--- config.mk ---
export PLATFORM = sky130hd
export DESIGN_NAME = temp_alarm_core
export DESIGN_NICKNAME = d
export VERILOG_FILES = /design/src/temp_alarm_pkg.sv /design/src/temp_alarm_core.sv
export VERILOG_INCLUDE_DIRS = /design/src /design/src/src
export SDC_FILE = /design/constraint.sdc
export NUM_CORES = 1
export LEC_CHECK = 0
export BUFFER_PORTS_ARGS = -buffer_cell sky130_fd_sc_hd__buf_2
export CELL_PAD_IN_SITES_DETAIL_PLACEMENT = 0
export CELL_PAD_IN_SITES_GLOBAL_PLACEMENT = 2
export CORE_MARGIN = 3
export CORE_UTILIZATION = 40
export DETAILED_ROUTE_END_ITERATION = 10
export HOLD_SLACK_MARGIN = 0.03
export PLACE_DENSITY = 0.76
export SYNTH_ARGS = -nofsm -noshare
export SYNTH_HDL_FRONTEND = slang
export SYNTH_SLANG_ARGS = --single-unit
--- constraint.sdc ---
create_clock -name i_sys_clk -period 3.1 [get_ports i_sys_clk]
set_clock_uncertainty 0.15 [all_clocks]
set_input_delay 0.155 -clock i_sys_clk [delete_from_list [all_inputs] [get_ports i_sys_clk]]
set_output_delay 0.155 -clock i_sys_clk [all_outputs]
set_load 0.02 [all_outputs]
--- src/temp_alarm_regs.svh ---
// register offsets, field positions, reset values and timing counts of the sensor core
`ifndef TEMP_ALARM_REGS_SVH
`define TEMP_ALARM_REGS_SVH

// pointer values that select a register
`define TS_PTR_TEMP      2'h0
`define TS_PTR_CFG       2'h1
`define TS_PTR_HYST      2'h2
`define TS_PTR_OVER      2'h3

// configuration register fields
`define TS_CFG_MODE_BIT  1
`define TS_CFG_POL_BIT   2
`define TS_CFG_FQ_LO     3
`define TS_CFG_FQ_HI     4
`define TS_CFG_WMASK     8'h1f
`define TS_CFG_RST       8'h00

// threshold reset values, data held in bits 15..7
`define TS_OVER_RST      16'h5000
`define TS_HYST_RST      16'h4b00
`define TS_DATA_MASK_LO  8'h80

// upper four bits of the slave address, straps give the low three
`define TS_ADDR_BASE     4'h9

// conversion timing
`define TS_CLK_MHZ       10
`define TS_CONV_TIME_US  45000
`define TS_CONV_CNT_W    20

`endif
--- src/temp_alarm_pkg.sv ---
// types shared by the sensor core: bus state machine and the module state record
`include "temp_alarm_regs.svh"

package temp_alarm_pkg;

  typedef enum logic [6:0] {
    S_IDLE = 7'h01,
    S_ADDR = 7'h02,
    S_AACK = 7'h04,
    S_WR   = 7'h08,
    S_WACK = 7'h10,
    S_RD   = 7'h20,
    S_RACK = 7'h40
  } bus_state_e;

  typedef struct packed {
    logic [1:0]                  scl_sync;
    logic [1:0]                  sda_sync;
    logic [5:0]                  strap_sync;
    logic                        scl_d;
    logic                        sda_d;
    bus_state_e                  fsm;
    logic [3:0]                  bitcnt;
    logic [7:0]                  shift;
    logic [1:0]                  byte_idx;
    logic                        rw;
    logic                        ack_ok;
    logic                        sda_oe;
    logic [1:0]                  ptr;
    logic [7:0]                  cfg;
    logic [15:0]                 temp;
    logic [15:0]                 over;
    logic [15:0]                 hyst;
    logic [15:0]                 rd_word;
    logic [7:0]                  wr_hi;
    logic [`TS_CONV_CNT_W-1:0]   conv_cnt;
    logic                        alert_act;
    logic                        hunt_high;
    logic [2:0]                  fault_cnt;
  } sensor_state_s;

endpackage

--- src/temp_alarm_core.sv ---
// temperature sensor core: two-wire slave, conversion timer, threshold alarm
// Operation
// [RQ1] acts as two-wire bus slave, master clock up to 400 kHz
// [RQ2] three strap inputs give the low three bits of the slave address
// [RQ3] conversions start at reset release and repeat without any command
// [RQ4] each finished conversion replaces the 16-bit temperature word
// [RQ5] top bit of temperature word is the sign, set for negative values
// [RQ6] temperature sits in bits 15..7, bits 6..0 carry nothing
// [RQ7] low bits 6..0 of temperature and thresholds read as zero
// [RQ8] result is 9 bits, half a degree Celsius per step
// [RQ9] reading temperature any time gives last result, conversion undisturbed
// [RQ10] after each conversion compare with thresholds and update alert
// [RQ11] two configuration bits set a fault queue of consecutive conversions
// [RQ12] queue codes 00,01,10,11 give depth 1,2,4,6; default 00
// [RQ13] polarity bit picks active high or low, default active low
// [RQ14] alert is open drain: pulled low or released
// [RQ15] alarm has comparator mode and interrupt mode
// [RQ16] interrupt mode raises an event when temperature exceeds over-limit
// [RQ17] comparator mode acts as thermostat between over-limit and hysteresis
// [RQ18] comparator alert releases on first conversion below hysteresis
// [RQ19] interrupt alert clears only when the host reads any register
// [RQ20] over-limit and hysteresis are 16-bit read/write registers
// [RQ21] thresholds keep written values, usable as general storage
// [RQ22] every register is reachable over the two-wire bus
`timescale 1ns/10ps

module temp_alarm_core #(
  parameter int CONV_CYCLES = `TS_CONV_TIME_US * `TS_CLK_MHZ
) (
  // clock and reset
  input  wire logic       i_sys_clk,
  input  wire logic       i_rst_n,
  // two-wire bus pins
  input  wire logic       i_scl,
  input  wire logic       i_sda,
  output logic            o_sda_out,
  output logic            o_sda_oe,
  // address straps, tied at board level
  input  wire logic       i_addr_strap_bit0,
  input  wire logic       i_addr_strap_bit1,
  input  wire logic       i_addr_strap_bit2,
  // converter result, two's complement half degrees
  input  wire logic [8:0] i_temp_code,
  // alert pin, open drain
  output logic            o_alert_output_out,
  output logic            o_alert_output_oe
);
  import temp_alarm_pkg::*;
  sensor_state_s st;
  sensor_state_s next_st;
  logic                      scl;
  logic                      sda;
  logic                      scl_rise;
  logic                      scl_fall;
  logic                      bus_start;
  logic                      bus_stop;
  logic                      conv_done;
  logic                      read_clear;
  logic [6:0]                my_addr;
  logic [2:0]                fq_depth;
  logic                      above_over;
  logic                      below_hyst;
  logic [7:0]                tx_byte;
  logic [`TS_CONV_CNT_W-1:0] conv_last;
  ////////////////////////////////////////////////////////////////////////////
  // derived terms; only the second synchroniser stage is looked at
  assign scl       = st.scl_sync[1];
  assign sda       = st.sda_sync[1];
  assign scl_rise  = scl & ~st.scl_d;
  assign scl_fall  = ~scl & st.scl_d;
  assign bus_start = scl & st.scl_d & st.sda_d & ~sda;
  assign bus_stop  = scl & st.scl_d & ~st.sda_d & sda;
  assign my_addr   = {`TS_ADDR_BASE, st.strap_sync[5:3]};                    // [RQ2]
  assign conv_last = `TS_CONV_CNT_W'(CONV_CYCLES - 1);
  assign conv_done = (st.conv_cnt == conv_last);
  // signed compare of the 9-bit codes, half degree steps
  assign above_over = $signed(i_temp_code) > $signed(st.over[15:7]);       // [RQ10] [RQ8]
  assign below_hyst = $signed(i_temp_code) < $signed(st.hyst[15:7]);       // [RQ10]
  // fault queue depth from the two configuration bits
  always_comb begin
    unique case (st.cfg[`TS_CFG_FQ_HI:`TS_CFG_FQ_LO])                      // [RQ12]
      2'h0: fq_depth = 3'h1;
      2'h1: fq_depth = 3'h2;
      2'h2: fq_depth = 3'h4;
      2'h3: fq_depth = 3'h6;
    endcase
  end
  // byte to send next: config repeats, 16-bit words go high then low
  assign tx_byte = (st.ptr == `TS_PTR_CFG) ? st.cfg :
                   (st.byte_idx[0] ? st.rd_word[7:0] : st.rd_word[15:8]);
  ////////////////////////////////////////////////////////////////////////////
  // next state of the whole core
  always_comb begin
    next_st          = st;
    read_clear       = 1'b0;
    next_st.scl_sync = {st.scl_sync[0], i_scl};
    next_st.sda_sync = {st.sda_sync[0], i_sda};
    next_st.scl_d    = scl;
    next_st.sda_d    = sda;
    // straps are board pins, so they pass two flops like the bus lines
    next_st.strap_sync = {st.strap_sync[2:0], i_addr_strap_bit2, i_addr_strap_bit1,
                          i_addr_strap_bit0};
    // free-running conversion timer, never touched by bus traffic
    next_st.conv_cnt = conv_done ? '0 : st.conv_cnt + 1'b1;               // [RQ3] [RQ9]
    // bus slave; a stop or start anywhere wins over the byte machine
    if (bus_stop) begin
      next_st.fsm    = S_IDLE;
      next_st.sda_oe = 1'b0;
    end else if (bus_start) begin
      next_st.fsm      = S_ADDR;
      next_st.bitcnt   = 4'h0;
      next_st.byte_idx = 2'h0;
      next_st.sda_oe   = 1'b0;
    end else begin
      unique case (st.fsm)
        S_IDLE: ;
        S_ADDR: begin
          if (scl_rise) begin
            next_st.shift  = {st.shift[6:0], sda};
            next_st.bitcnt = st.bitcnt + 4'h1;
          end
          if (scl_fall && st.bitcnt == 4'h8) begin
            if (st.shift[7:1] == my_addr) begin                              // [RQ2]
              next_st.fsm    = S_AACK;
              next_st.sda_oe = 1'b1;
              next_st.rw     = st.shift[0];
              if (st.shift[0]) begin
                // snapshot keeps the two bytes of one word coherent
                read_clear = 1'b1;                                           // [RQ19]
                unique case (st.ptr)
                  `TS_PTR_TEMP: next_st.rd_word = st.temp;                   // [RQ9] [RQ22]
                  `TS_PTR_CFG:  next_st.rd_word = {st.cfg, 8'h00};
                  `TS_PTR_HYST: next_st.rd_word = st.hyst;
                  `TS_PTR_OVER: next_st.rd_word = st.over;
                endcase
              end
            end else begin
              next_st.fsm = S_IDLE;
            end
          end
        end
        S_AACK: begin
          if (scl_fall) begin
            next_st.bitcnt = 4'h0;
            if (st.rw) begin
              next_st.fsm      = S_RD;
              next_st.byte_idx = 2'h1;
              next_st.shift    = (st.ptr == `TS_PTR_CFG) ? st.cfg : st.rd_word[15:8];
              next_st.sda_oe   = (st.ptr == `TS_PTR_CFG) ? ~st.cfg[7] : ~st.rd_word[15];
            end else begin
              next_st.fsm    = S_WR;
              next_st.sda_oe = 1'b0;
            end
          end
        end
        S_WR: begin
          if (scl_rise) begin
            next_st.shift  = {st.shift[6:0], sda};
            next_st.bitcnt = st.bitcnt + 4'h1;
          end
          if (scl_fall && st.bitcnt == 4'h8) begin
            next_st.fsm    = S_WACK;
            next_st.sda_oe = 1'b1;
            if (st.byte_idx != 2'h3) begin
              next_st.byte_idx = st.byte_idx + 2'h1;
            end
            unique case (st.byte_idx)
              2'h0: next_st.ptr = st.shift[1:0];
              2'h1: begin
                if (st.ptr == `TS_PTR_CFG) begin
                  next_st.cfg = st.shift & `TS_CFG_WMASK;
                end else begin
                  next_st.wr_hi = st.shift;
                end
              end
              2'h2: begin
                // both bytes land together; low data bits kept clear
                if (st.ptr == `TS_PTR_OVER) begin
                  next_st.over = {st.wr_hi, st.shift & `TS_DATA_MASK_LO};    // [RQ20] [RQ21] [RQ7]
                end else if (st.ptr == `TS_PTR_HYST) begin
                  next_st.hyst = {st.wr_hi, st.shift & `TS_DATA_MASK_LO};    // [RQ20] [RQ21] [RQ7]
                end
              end
              2'h3: ;
            endcase
          end
        end
        S_WACK: begin
          if (scl_fall) begin
            next_st.fsm    = S_WR;
            next_st.bitcnt = 4'h0;
            next_st.sda_oe = 1'b0;
          end
        end
        S_RD: begin
          if (scl_rise) begin
            next_st.bitcnt = st.bitcnt + 4'h1;
          end
          if (scl_fall) begin
            if (st.bitcnt == 4'h8) begin
              next_st.fsm    = S_RACK;
              next_st.sda_oe = 1'b0;
            end else begin
              next_st.shift  = {st.shift[6:0], 1'b0};
              next_st.sda_oe = ~st.shift[6];
            end
          end
        end
        S_RACK: begin
          if (scl_rise) begin
            next_st.ack_ok = ~sda;
          end
          if (scl_fall) begin
            if (st.ack_ok) begin
              next_st.fsm      = S_RD;
              next_st.bitcnt   = 4'h0;
              next_st.shift    = tx_byte;
              next_st.sda_oe   = ~tx_byte[7];
              next_st.byte_idx = {1'b0, ~st.byte_idx[0]};
            end else begin
              next_st.fsm = S_IDLE;
            end
          end
        end
      endcase
    end
    // a register read drops an interrupt-mode alert
    if (read_clear && st.cfg[`TS_CFG_MODE_BIT]) begin
      next_st.alert_act = 1'b0;                                              // [RQ19]
    end
    // conversion result and alarm; applied after the read clear so a new
    // event in the same cycle is not lost
    if (conv_done) begin
      next_st.temp = {i_temp_code, 7'h00};                                   // [RQ4] [RQ5] [RQ6] [RQ7]
      if (!st.cfg[`TS_CFG_MODE_BIT]) begin
        // comparator: queue to trip, first sample below hysteresis releases
        if (!st.alert_act) begin                                             // [RQ17]
          if (above_over) begin
            if (st.fault_cnt + 3'h1 >= fq_depth) begin                       // [RQ11]
              next_st.alert_act = 1'b1;
              next_st.fault_cnt = 3'h0;
            end else begin
              next_st.fault_cnt = st.fault_cnt + 3'h1;
            end
          end else begin
            next_st.fault_cnt = 3'h0;
          end
        end else if (below_hyst) begin
          next_st.alert_act = 1'b0;                                          // [RQ18]
          next_st.fault_cnt = 3'h0;
        end
        next_st.hunt_high = 1'b1;
      end else begin
        // interrupt: alternate between hunting over-limit and hysteresis
        if (st.hunt_high ? above_over : below_hyst) begin                    // [RQ16] [RQ15]
          if (st.fault_cnt + 3'h1 >= fq_depth) begin                         // [RQ11]
            next_st.alert_act = 1'b1;
            next_st.hunt_high = ~st.hunt_high;
            next_st.fault_cnt = 3'h0;
          end else begin
            next_st.fault_cnt = st.fault_cnt + 3'h1;
          end
        end else begin
          next_st.fault_cnt = 3'h0;
        end
      end
    end
  end
  ////////////////////////////////////////////////////////////////////////////
  // state register; reset gives power-up defaults
  always_ff @(posedge i_sys_clk or negedge i_rst_n) begin
    if (!i_rst_n) begin
      st           <= '0;
      st.scl_sync  <= 2'h3;
      st.sda_sync  <= 2'h3;
      st.scl_d     <= 1'b1;
      st.sda_d     <= 1'b1;
      st.fsm       <= S_IDLE;
      st.cfg       <= `TS_CFG_RST;                                           // [RQ12] [RQ13]
      st.over      <= `TS_OVER_RST;
      st.hyst      <= `TS_HYST_RST;
      st.hunt_high <= 1'b1;
    end else begin
      st <= next_st;
    end
  end
  // open drain: only ever pull low; polarity picks when
  assign o_sda_out          = 1'b0;                                          // [RQ1]
  assign o_sda_oe           = st.sda_oe;
  assign o_alert_output_out = 1'b0;                                          // [RQ14]
  assign o_alert_output_oe  = st.alert_act ^ st.cfg[`TS_CFG_POL_BIT];        // [RQ13]
endmodule

# Word-level counts from Yosys, hierarchy flattened
# Cells that the tools add are included.
# op_classes
add_sub_neg	4
magnitude_cmp	3
eq_ne	45
muxes	68
n_bitwise	21
reduce_logical	25
# op_table
op	n
11-bit one-hot mux with 6 select lines	1
16-bit one-hot mux with 4 select lines	1
21-bit two-way mux	2
8-bit two-way mux	5
4-bit inequality test (second input constant)	9
7-bit two-way mux	5
11-bit two-way mux	3
8-bit one-hot mux with 4 select lines	1
1-bit two-way mux	24
3-bit inequality test (second input constant)	8
6-bit AND reduction	4
20-bit by 1-bit adder with 20-bit output (second input constant)	1
20-bit by 19-bit equality test with 1-bit output (second input constant)	1
20-bit two-way mux	1
5-bit two-way mux	4
3-bit two-way mux	6
8-bit AND reduction	2
14-bit two-way mux	1
2-bit inequality test (second input constant)	7
7-bit AND reduction	2
1-bit inverter	13
12-bit two-way mux	1
2-bit two-way mux	6
6-bit two-way mux	2
37 further kinds	56
# word_totals
reg_bits	119
out_inout_bits	4
wordCells	189

# Logic depth before layout (Yosys ltp)
# Gate-level depths: netlist (run 1).
# depth
ltp_word	14
depth_mapped	9
ltp_nobuf	8

# Worst setup path after synthesis (run 1)
# OpenSTA, ideal clock, no wires.
# synth_path
path_kind	register -> register
startpoint	register st[126] in the netlist's numbering
endpoint	register st[56] in the netlist's numbering
arrival_ps	2208
required_ps	2825
slack_ps	617
stages_incl_launch_ff	8
n_path_buf	1
period_less_slack_ps	2483
path_cell_list	dfrtp_1 > buf_6 > or4_4 > nand4bb_4 > nor2_2 > nand3_1 > nor2_4 > mux2_2
# synth_via
elab_chain_len	2
# synth_rtl
item	line	text
start: declaration	temp_alarm_core.sv:49	sensor_state_s st;
start signal: assignment	temp_alarm_core.sv:284	st <= next_st;
7-bit by 4-bit equality test with 1-bit output	temp_alarm_core.sv:115	unique case (st.fsm)
7-bit AND reduction (no source line)	n/a	
# No other way between the ends.
# A chain may end at the register's enable or synchronous reset.

==> run_results.csv, run 1 <==
group,metric,value,unit
power_and_ir_drop,intPower,2330,µW
final_layout,fillers,1448,
global_route,grt_pass1_wl,24800,µm
drt,drt_iter0_drc,279,
status,status,"finished, final reports clean",
power_and_ir_drop,power_frac_comb,9.1,%
final_layout,mostFrequentLayoutCells,"dfrtp_1, mux2_2, nor2_1",
logic_synthesis,yosysTopAreaCell,"dfrtp_1",
power_and_ir_drop,worst_ir_drop_vdd,266,µV
power_and_ir_drop,seqPwrFrac,49.3,%
global_route,gr-usage-all-layers,17.8,%
floorplan,core-area,15300,µm²
global_route,grt_max_degree,84,
drt,wl_per_cell,17.7,µm
final_layout,final_core_util,46.2,%
logic_synthesis,async_flop_share,100,%
logic_synthesis,synth.distinct_cells,82,
logic_synthesis,ys_warn_count,0,
place,place_ws,297,ps
timing,slew_viol_final,0,
logic_synthesis,syn_inst,582,
place,place_congestion,0.910,
cts,h-tree-depth,3,
drt,drc,0,
final_layout,syn_to_final_growth,12.4,%
logic_synthesis,synth_top_area_share,39.1,%
global_route,grt_overflow,0,
cts,clockBufferDepth,2,
cts,cts_tree,"yes",
drt,vias,4472,
timing,setup_tns,0,ps
cts,cts_inserted_buffers,9,
final_layout,antenna_cells,0,
cts,cts-resized-gates,0,
worst_setup_path,arrival,2910,ps
floorplan,die_height,131,µm
final_layout,final_common_cell,"dfrtp_1",
logic_synthesis,syn_area,6270,µm²
place,hpwlAfterDp,10800,µm
timing,setup_ws,276,ps
power_and_ir_drop,powerDensity,443,nW/µm²
global_route,antenna_found_initial,0,
final_layout,final_cells,832,
drt,firstDrtPassIters,5,
logic_synthesis,ys_ff_latch,112,
worst_setup_path,start_kind,"flop",
logic_synthesis,synth-main-ff-cell,"dfrtp_1",
worst_setup_path,critPathRequiredTime,3180,ps
global_route,grt_pass1_vias,4626,
timing,relSlewSlack,57.4,%
floorplan,pin_count,20,
floorplan,rows,45,
floorplan,initial_utilization,41.1,%
flow_run,cap_violations,0,
power_and_ir_drop,leakagePower,0.00313,µW
timing,clock.fmax,354,MHz
place,port_buffers,17,
worst_hold_path,worstHoldPathType,"in2async",
timing,hold_violations,0,
drt,routed_wl,14700,µm
logic_synthesis,syn_avg_cell_area,10.8,µm²
logic_synthesis,synth_edf_count,0,
power_and_ir_drop,clkPwrFrac,41.5,%
drt,ant_nets,0,
floorplan,die_width,131,µm
cts,clkSlewWorstSetupHoldPaths,70,ps
timing,min_period,2820,ps
floorplan,die-area,17200,µm²
place,dp.cells,801,
drt,via_per_inst,5.38,
final_layout,drive_gt1_share,22.7,%
cts,cts.sinks,112,
timing,finalSetupViolCount,0,
timing,worst_pin_slew,637,ps
logic_synthesis,seq_area_frac_synth,45.0,%
worst_setup_path,critPathCaptureType,"flop",
power_and_ir_drop,swShare,25.2,%
timing,fin_crit_sh,91.1,%
worst_setup_path,r2r-end,"st[4]$_DFF_PN0_",
worst_setup_path,crit_chain,"or4_4 -> nand4bb_4 -> nor4_2 -> nand2_1 -> o221ai_1 -> o31ai_1",
timing,rsz0062_at_grt,"false",
power_and_ir_drop,power.switching,785,µW
worst_setup_path,worstPathMaxFanout,15,
worst_setup_path,rr_startpoint,"st[126]$_DFFE_PN0P_",
worst_setup_path,reg2reg_depth,6,
worst_setup_path,slowest_delay,610,ps
worst_setup_path,rrSetupSlack,280,ps
worst_setup_path,critPathSlowestCell,"or4_4",
logic_synthesis,synth_area_leaders,"dfrtp_1, mux2_2, dfstp_2",
final_layout,nNetsFinal,660,
worst_setup_path,worstSetupPathType,"reg2reg",
cts,clkLatencyLatePin,360,ps
cts,cts_root_buf,"clkbuf_16",
power_and_ir_drop,totalPowerFinal,3120,µW
kinds of logic (layout without fill, tap and decap cells):
| logic type | count (synthesis) | count (layout) | synth area share [%] |
|---|---|---|---|
| XOR/XNOR | 27 | 27 | 3.77 |
| flip-flops | 112 | 112 | 45.0 |
| AO/OA/AOI/OAI | 109 | 109 | 12.3 |
| buffers and inverters | 62 | 100 | 5.15 |
| multiplexers | 67 | 67 | 12.7 |
| other | 1 | 2 | 0.0598 |
| AND/OR/NAND/NOR | 176 | 176 | 15.4 |
| adder cells (fa/ha/maj) | 28 | 28 | 5.59 |
critical path: cells and delay by family, from the launching register on:
kind | cells | cell delay (ps)
simple gates | 4 | 1620
flops | 1 | 500
compound gates | 2 | 420
per-layer routing:
metal / vias to the layer above / wire [µm] / GRT usage (%)
li1: 2166 / - / -
met1: 2186 / 7240 / 26.2
met2: 109 / 6690 / 26.8
met3: 11 / 636 / 3.71
met4: 0 / 144 / 4.61
met5: - / 0 / 0
flip-flops by register name (all words and copies together), names as in the netlist:
register	flops
my_addr	3
next_st	7
o_sda_oe	1
st	101
power groups by stage:
| stage | Combinational, µW | Clock (µW) | Sequential, µW |
|---|---|---|---|
| CTS | 286 | 1330 | 1540 |
| global route | 317 | 1400 | 1540 |
| detailed placement | 270 | 0 | 1570 |
| finish | 285 | 1300 | 1540 |
| global placement | 267 | 0 | 1560 |
| floorplan | 185 | 0 | 1550 |
what timing repair did:
item	in CTS	in global routing
endpoints found under the hold margin	43	0
buffers inserted	0	0
endpoints found under the setup margin	0	0
hold buffers	15	0
worst max path at each step:
stage	startpoint	end
2_1_floorplan	st[126]$_DFFE_PN0P_	st[56]$_DFFE_PN0P_
3_3_place_gp	st[126]$_DFFE_PN0P_	st[4]$_DFF_PN0_
3_5_place_dp	st[126]$_DFFE_PN0P_	st[4]$_DFF_PN0_
4_1_cts	st[126]$_DFFE_PN0P_	st[4]$_DFF_PN0_
5_1_grt	st[126]$_DFFE_PN0P_	st[4]$_DFF_PN0_
6_report	st[126]$_DFFE_PN0P_	st[4]$_DFF_PN0_
Yosys cell counts, types with 3 or more instances:
library cell  count
mux4_2            5
a21oi_1          17
xnor2_1          13
nand3b_1          3
nor2_1           47
a32oi_1           3
ha_1             28
xor2_1           14
nand4_1           4
mux2_2           51
nand2_1          39
o22ai_1           7
mux2i_1          11
inv_1            39
a222oi_1          3
o31ai_1           6
a21o_1            3
nand2b_1         11
nand4b_1          4
nand3_1          20
a31oi_1           5
o221ai_1          3
dfstp_2          14
nor3_1            8
dfrtp_1          98
a211o_1           3
and3_1            4
o21ai_0          24
nor2b_1           4
or4_1             3
and4_1            3
clkbuf_1          7
buf_4             3
buf_6             5
o21a_1            3
buf_2             4
cell type report:
type | count | area, µm² | area share, %
sequential | 112 | 2820 | 40.0
clock buffer | 9 | 225 | 3.20
tap | 211 | 264 | 3.75
clock inverter | 7 | 103 | 1.46
timing repair buffer | 45 | 348 | 4.94
inverter | 39 | 146 | 2.08
multi-input combinational | 409 | 3140 | 44.5
stage by stage:
stage | area (µm²) | hold slack (ps)
after floorplan | 6270 | -291
after global placement | 6570 | -34.3
after detailed placement | 6570 | -31.7
after CTS | 7040 | 124
after global routing | 7040 | 154
final | 7040 | 115
(Power assumes the default switching activity.)
==> inputs of run 2 (changes only) <==
--- a/config.mk
+++ b/config.mk
@@ -7,13 +7,11 @@
 export NUM_CORES = 1
 export LEC_CHECK = 0
 export BUFFER_PORTS_ARGS = -buffer_cell sky130_fd_sc_hd__buf_2
-export CELL_PAD_IN_SITES_DETAIL_PLACEMENT = 0
-export CELL_PAD_IN_SITES_GLOBAL_PLACEMENT = 2
 export CORE_MARGIN = 3
 export CORE_UTILIZATION = 40
 export DETAILED_ROUTE_END_ITERATION = 10
 export HOLD_SLACK_MARGIN = 0.03
-export PLACE_DENSITY = 0.76
+export PLACE_DENSITY = 0.55
 export SYNTH_ARGS = -nofsm -noshare
 export SYNTH_HDL_FRONTEND = slang
 export SYNTH_SLANG_ARGS = --single-unit
==> run_results.csv, run 2 (synthesis gave the netlist of run 1 again) <==
group,metric,value,unit
status,status,"finished, final reports clean",
worst_setup_path,start_kind,"flop",
final_layout,antenna_cells,0,
drt,routed_wl,14600,µm
place,hpwlAfterDp,10800,µm
flow_run,cap_violations,0,
global_route,grt_pass1_vias,4459,
cts,h-tree-depth,3,
place,place_congestion,0.886,
timing,hold_violations,0,
power_and_ir_drop,leakagePower,0.00313,µW
drt,ant_nets,0,
global_route,antenna_found_initial,0,
cts,clkSlewWorstSetupHoldPaths,70,ps
worst_setup_path,arrival,3020,ps
timing,fin_crit_sh,93.4,%
power_and_ir_drop,powerDensity,431,nW/µm²
timing,min_period,2900,ps
power_and_ir_drop,worst_ir_drop_vdd,228,µV
final_layout,final_common_cell,"dfrtp_1",
worst_setup_path,reg2reg_depth,9,
worst_setup_path,worstPathMaxFanout,6,
floorplan,pin_count,20,
final_layout,mostFrequentLayoutCells,"dfrtp_1, mux2_2, nor2_1",
final_layout,syn_to_final_growth,12.3,%
timing,setup_tns,0,ps
cts,cts_tree,"yes",
final_layout,multi_input_area,3140,µm²
drt,via_per_inst,5.40,
global_route,grt_overflow,0,
final_layout,seq_area,2820,µm²
timing,clock.fmax,345,MHz
timing,slew_viol_final,0,
worst_setup_path,worstSetupPathType,"reg2reg",
global_route,gr-usage-all-layers,17.1,%
floorplan,core-area,15300,µm²
drt,vias,4503,
cts,clockBufferDepth,2,
drt,drt_iter0_drc,225,
final_layout,largest_register_ffs,101,
floorplan,die-area,17200,µm²
final_layout,nNetsFinal,662,
worst_setup_path,critPathCaptureType,"flop",
worst_hold_path,hold_depth,0,
worst_setup_path,rrSetupSlack,200,ps
final_layout,finish.instance_area,7040,µm²
floorplan,die_width,131,µm
cts,clkLatencyLatePin,350,ps
global_route,grt_pass1_wl,23700,µm
final_layout,registers.top_by_ff_count,"st",
final_layout,fillers,1456,
cts,cts_inserted_buffers,9,
place,port_buffers,17,
timing,relSlewSlack,40.8,%
floorplan,rows,45,
floorplan,die_height,131,µm
timing,worst_pin_slew,888,ps
global_route,grt_max_degree,69,
drt,drc,0,
drt,firstDrtPassIters,5,
final_layout,drive_gt1_share,22.8,%
cts,cts.sinks,112,
worst_hold_path,worstHoldPathType,"reg2reg",
cts,cts_root_buf,"clkbuf_16",
drt,wl_per_cell,17.5,µm
place,placed_cell_area,6580,µm²
timing,rsz0062_at_grt,"false",
timing,finalSetupViolCount,0,
floorplan,initial_utilization,41.1,%
final_layout,final_core_util,46.1,%
worst_setup_path,critPathRequiredTime,3220,ps
-- run 2: stage by stage --
| step | instances | hold slack, ps | power (µW) | worst slack [ps] |
|---|---|---|---|---|
| floorplan | 583 | -291 | 1730 | 617 |
| global placement | 803 | 116 | 1840 | 228 |
| detailed placement | 803 | 115 | 1840 | 118 |
| CTS | 834 | 209 | 3070 | 67.2 |
| global route | 834 | 216 | 3150 | 63.9 |
| finish | 834 | 207 | 3030 | 205 |
-- run 2: power breakdown --
part / internal [µW] / switching (µW) / leakage [µW]
logic: 121 / 168 / 0.00151
registers: 1500 / 39.7 / 0.00147
clock network: 674 / 533 / 0.000149
total: 2290 / 740 / 0.00313
-- run 2: cell type report --
type / count / share of cell area (%)
flip-flops and latches: 112 / 40.1
repair buffers: 47 / 5.15
clock buffers: 12 / 3.64
inverters: 39 / 2.08
clock inverters: 4 / 0.729
well taps: 211 / 3.75
multi-input cells: 409 / 44.6
-- run 2: worst paths after layout --
| kind | startpoint | end |
|---|---|---|
| hold reg to reg | next_st[142]$_DFF_PN1_ | next_st[132]$_DFF_PN1_ |
| hold / removal | next_st[142]$_DFF_PN1_ | next_st[132]$_DFF_PN1_ |
| setup / recovery | st[57]$_DFFE_PN1P_ | st[2]$_DFFE_PN0P_ |
| min in group asynchronous | i_rst_n | o_sda_oe$_DFFE_PN0P_ |
| max in group asynchronous | i_rst_n | st[58]$_DFFE_PN1P_ |
| setup reg to reg | st[57]$_DFFE_PN1P_ | st[2]$_DFFE_PN0P_ |
-- run 2: repair_timing --
| item | in CTS | in global routing |
|---|---|---|
| setup endpoints to repair | 0 | 1 |
| hold buffers | 15 | 0 |
| gates resized for setup | 0 | 1 |
| endpoints found under the hold margin | 73 | 0 |
| setup buffers | 0 | 0 |
-- run 2: metal layers --
layer	routed length, µm	vias to the layer above	GRT usage [%]
met1	6710	2216	22.9
met2	6980	92	27.9
li1	-	2169	-
met5	0	-	0
met4	433	0	7.88
met3	453	26	2.14
-- run 2: critical path, cell delays in order (launching register included) --
cell	delay, ps
dfstp_2	540
inv_1	50
ha_1	260
a2111oi_1	590
buf_4	220
o221ai_1	120
buf_4	180
a2111oi_0	420
o221ai_1	200
o21ai_0	110
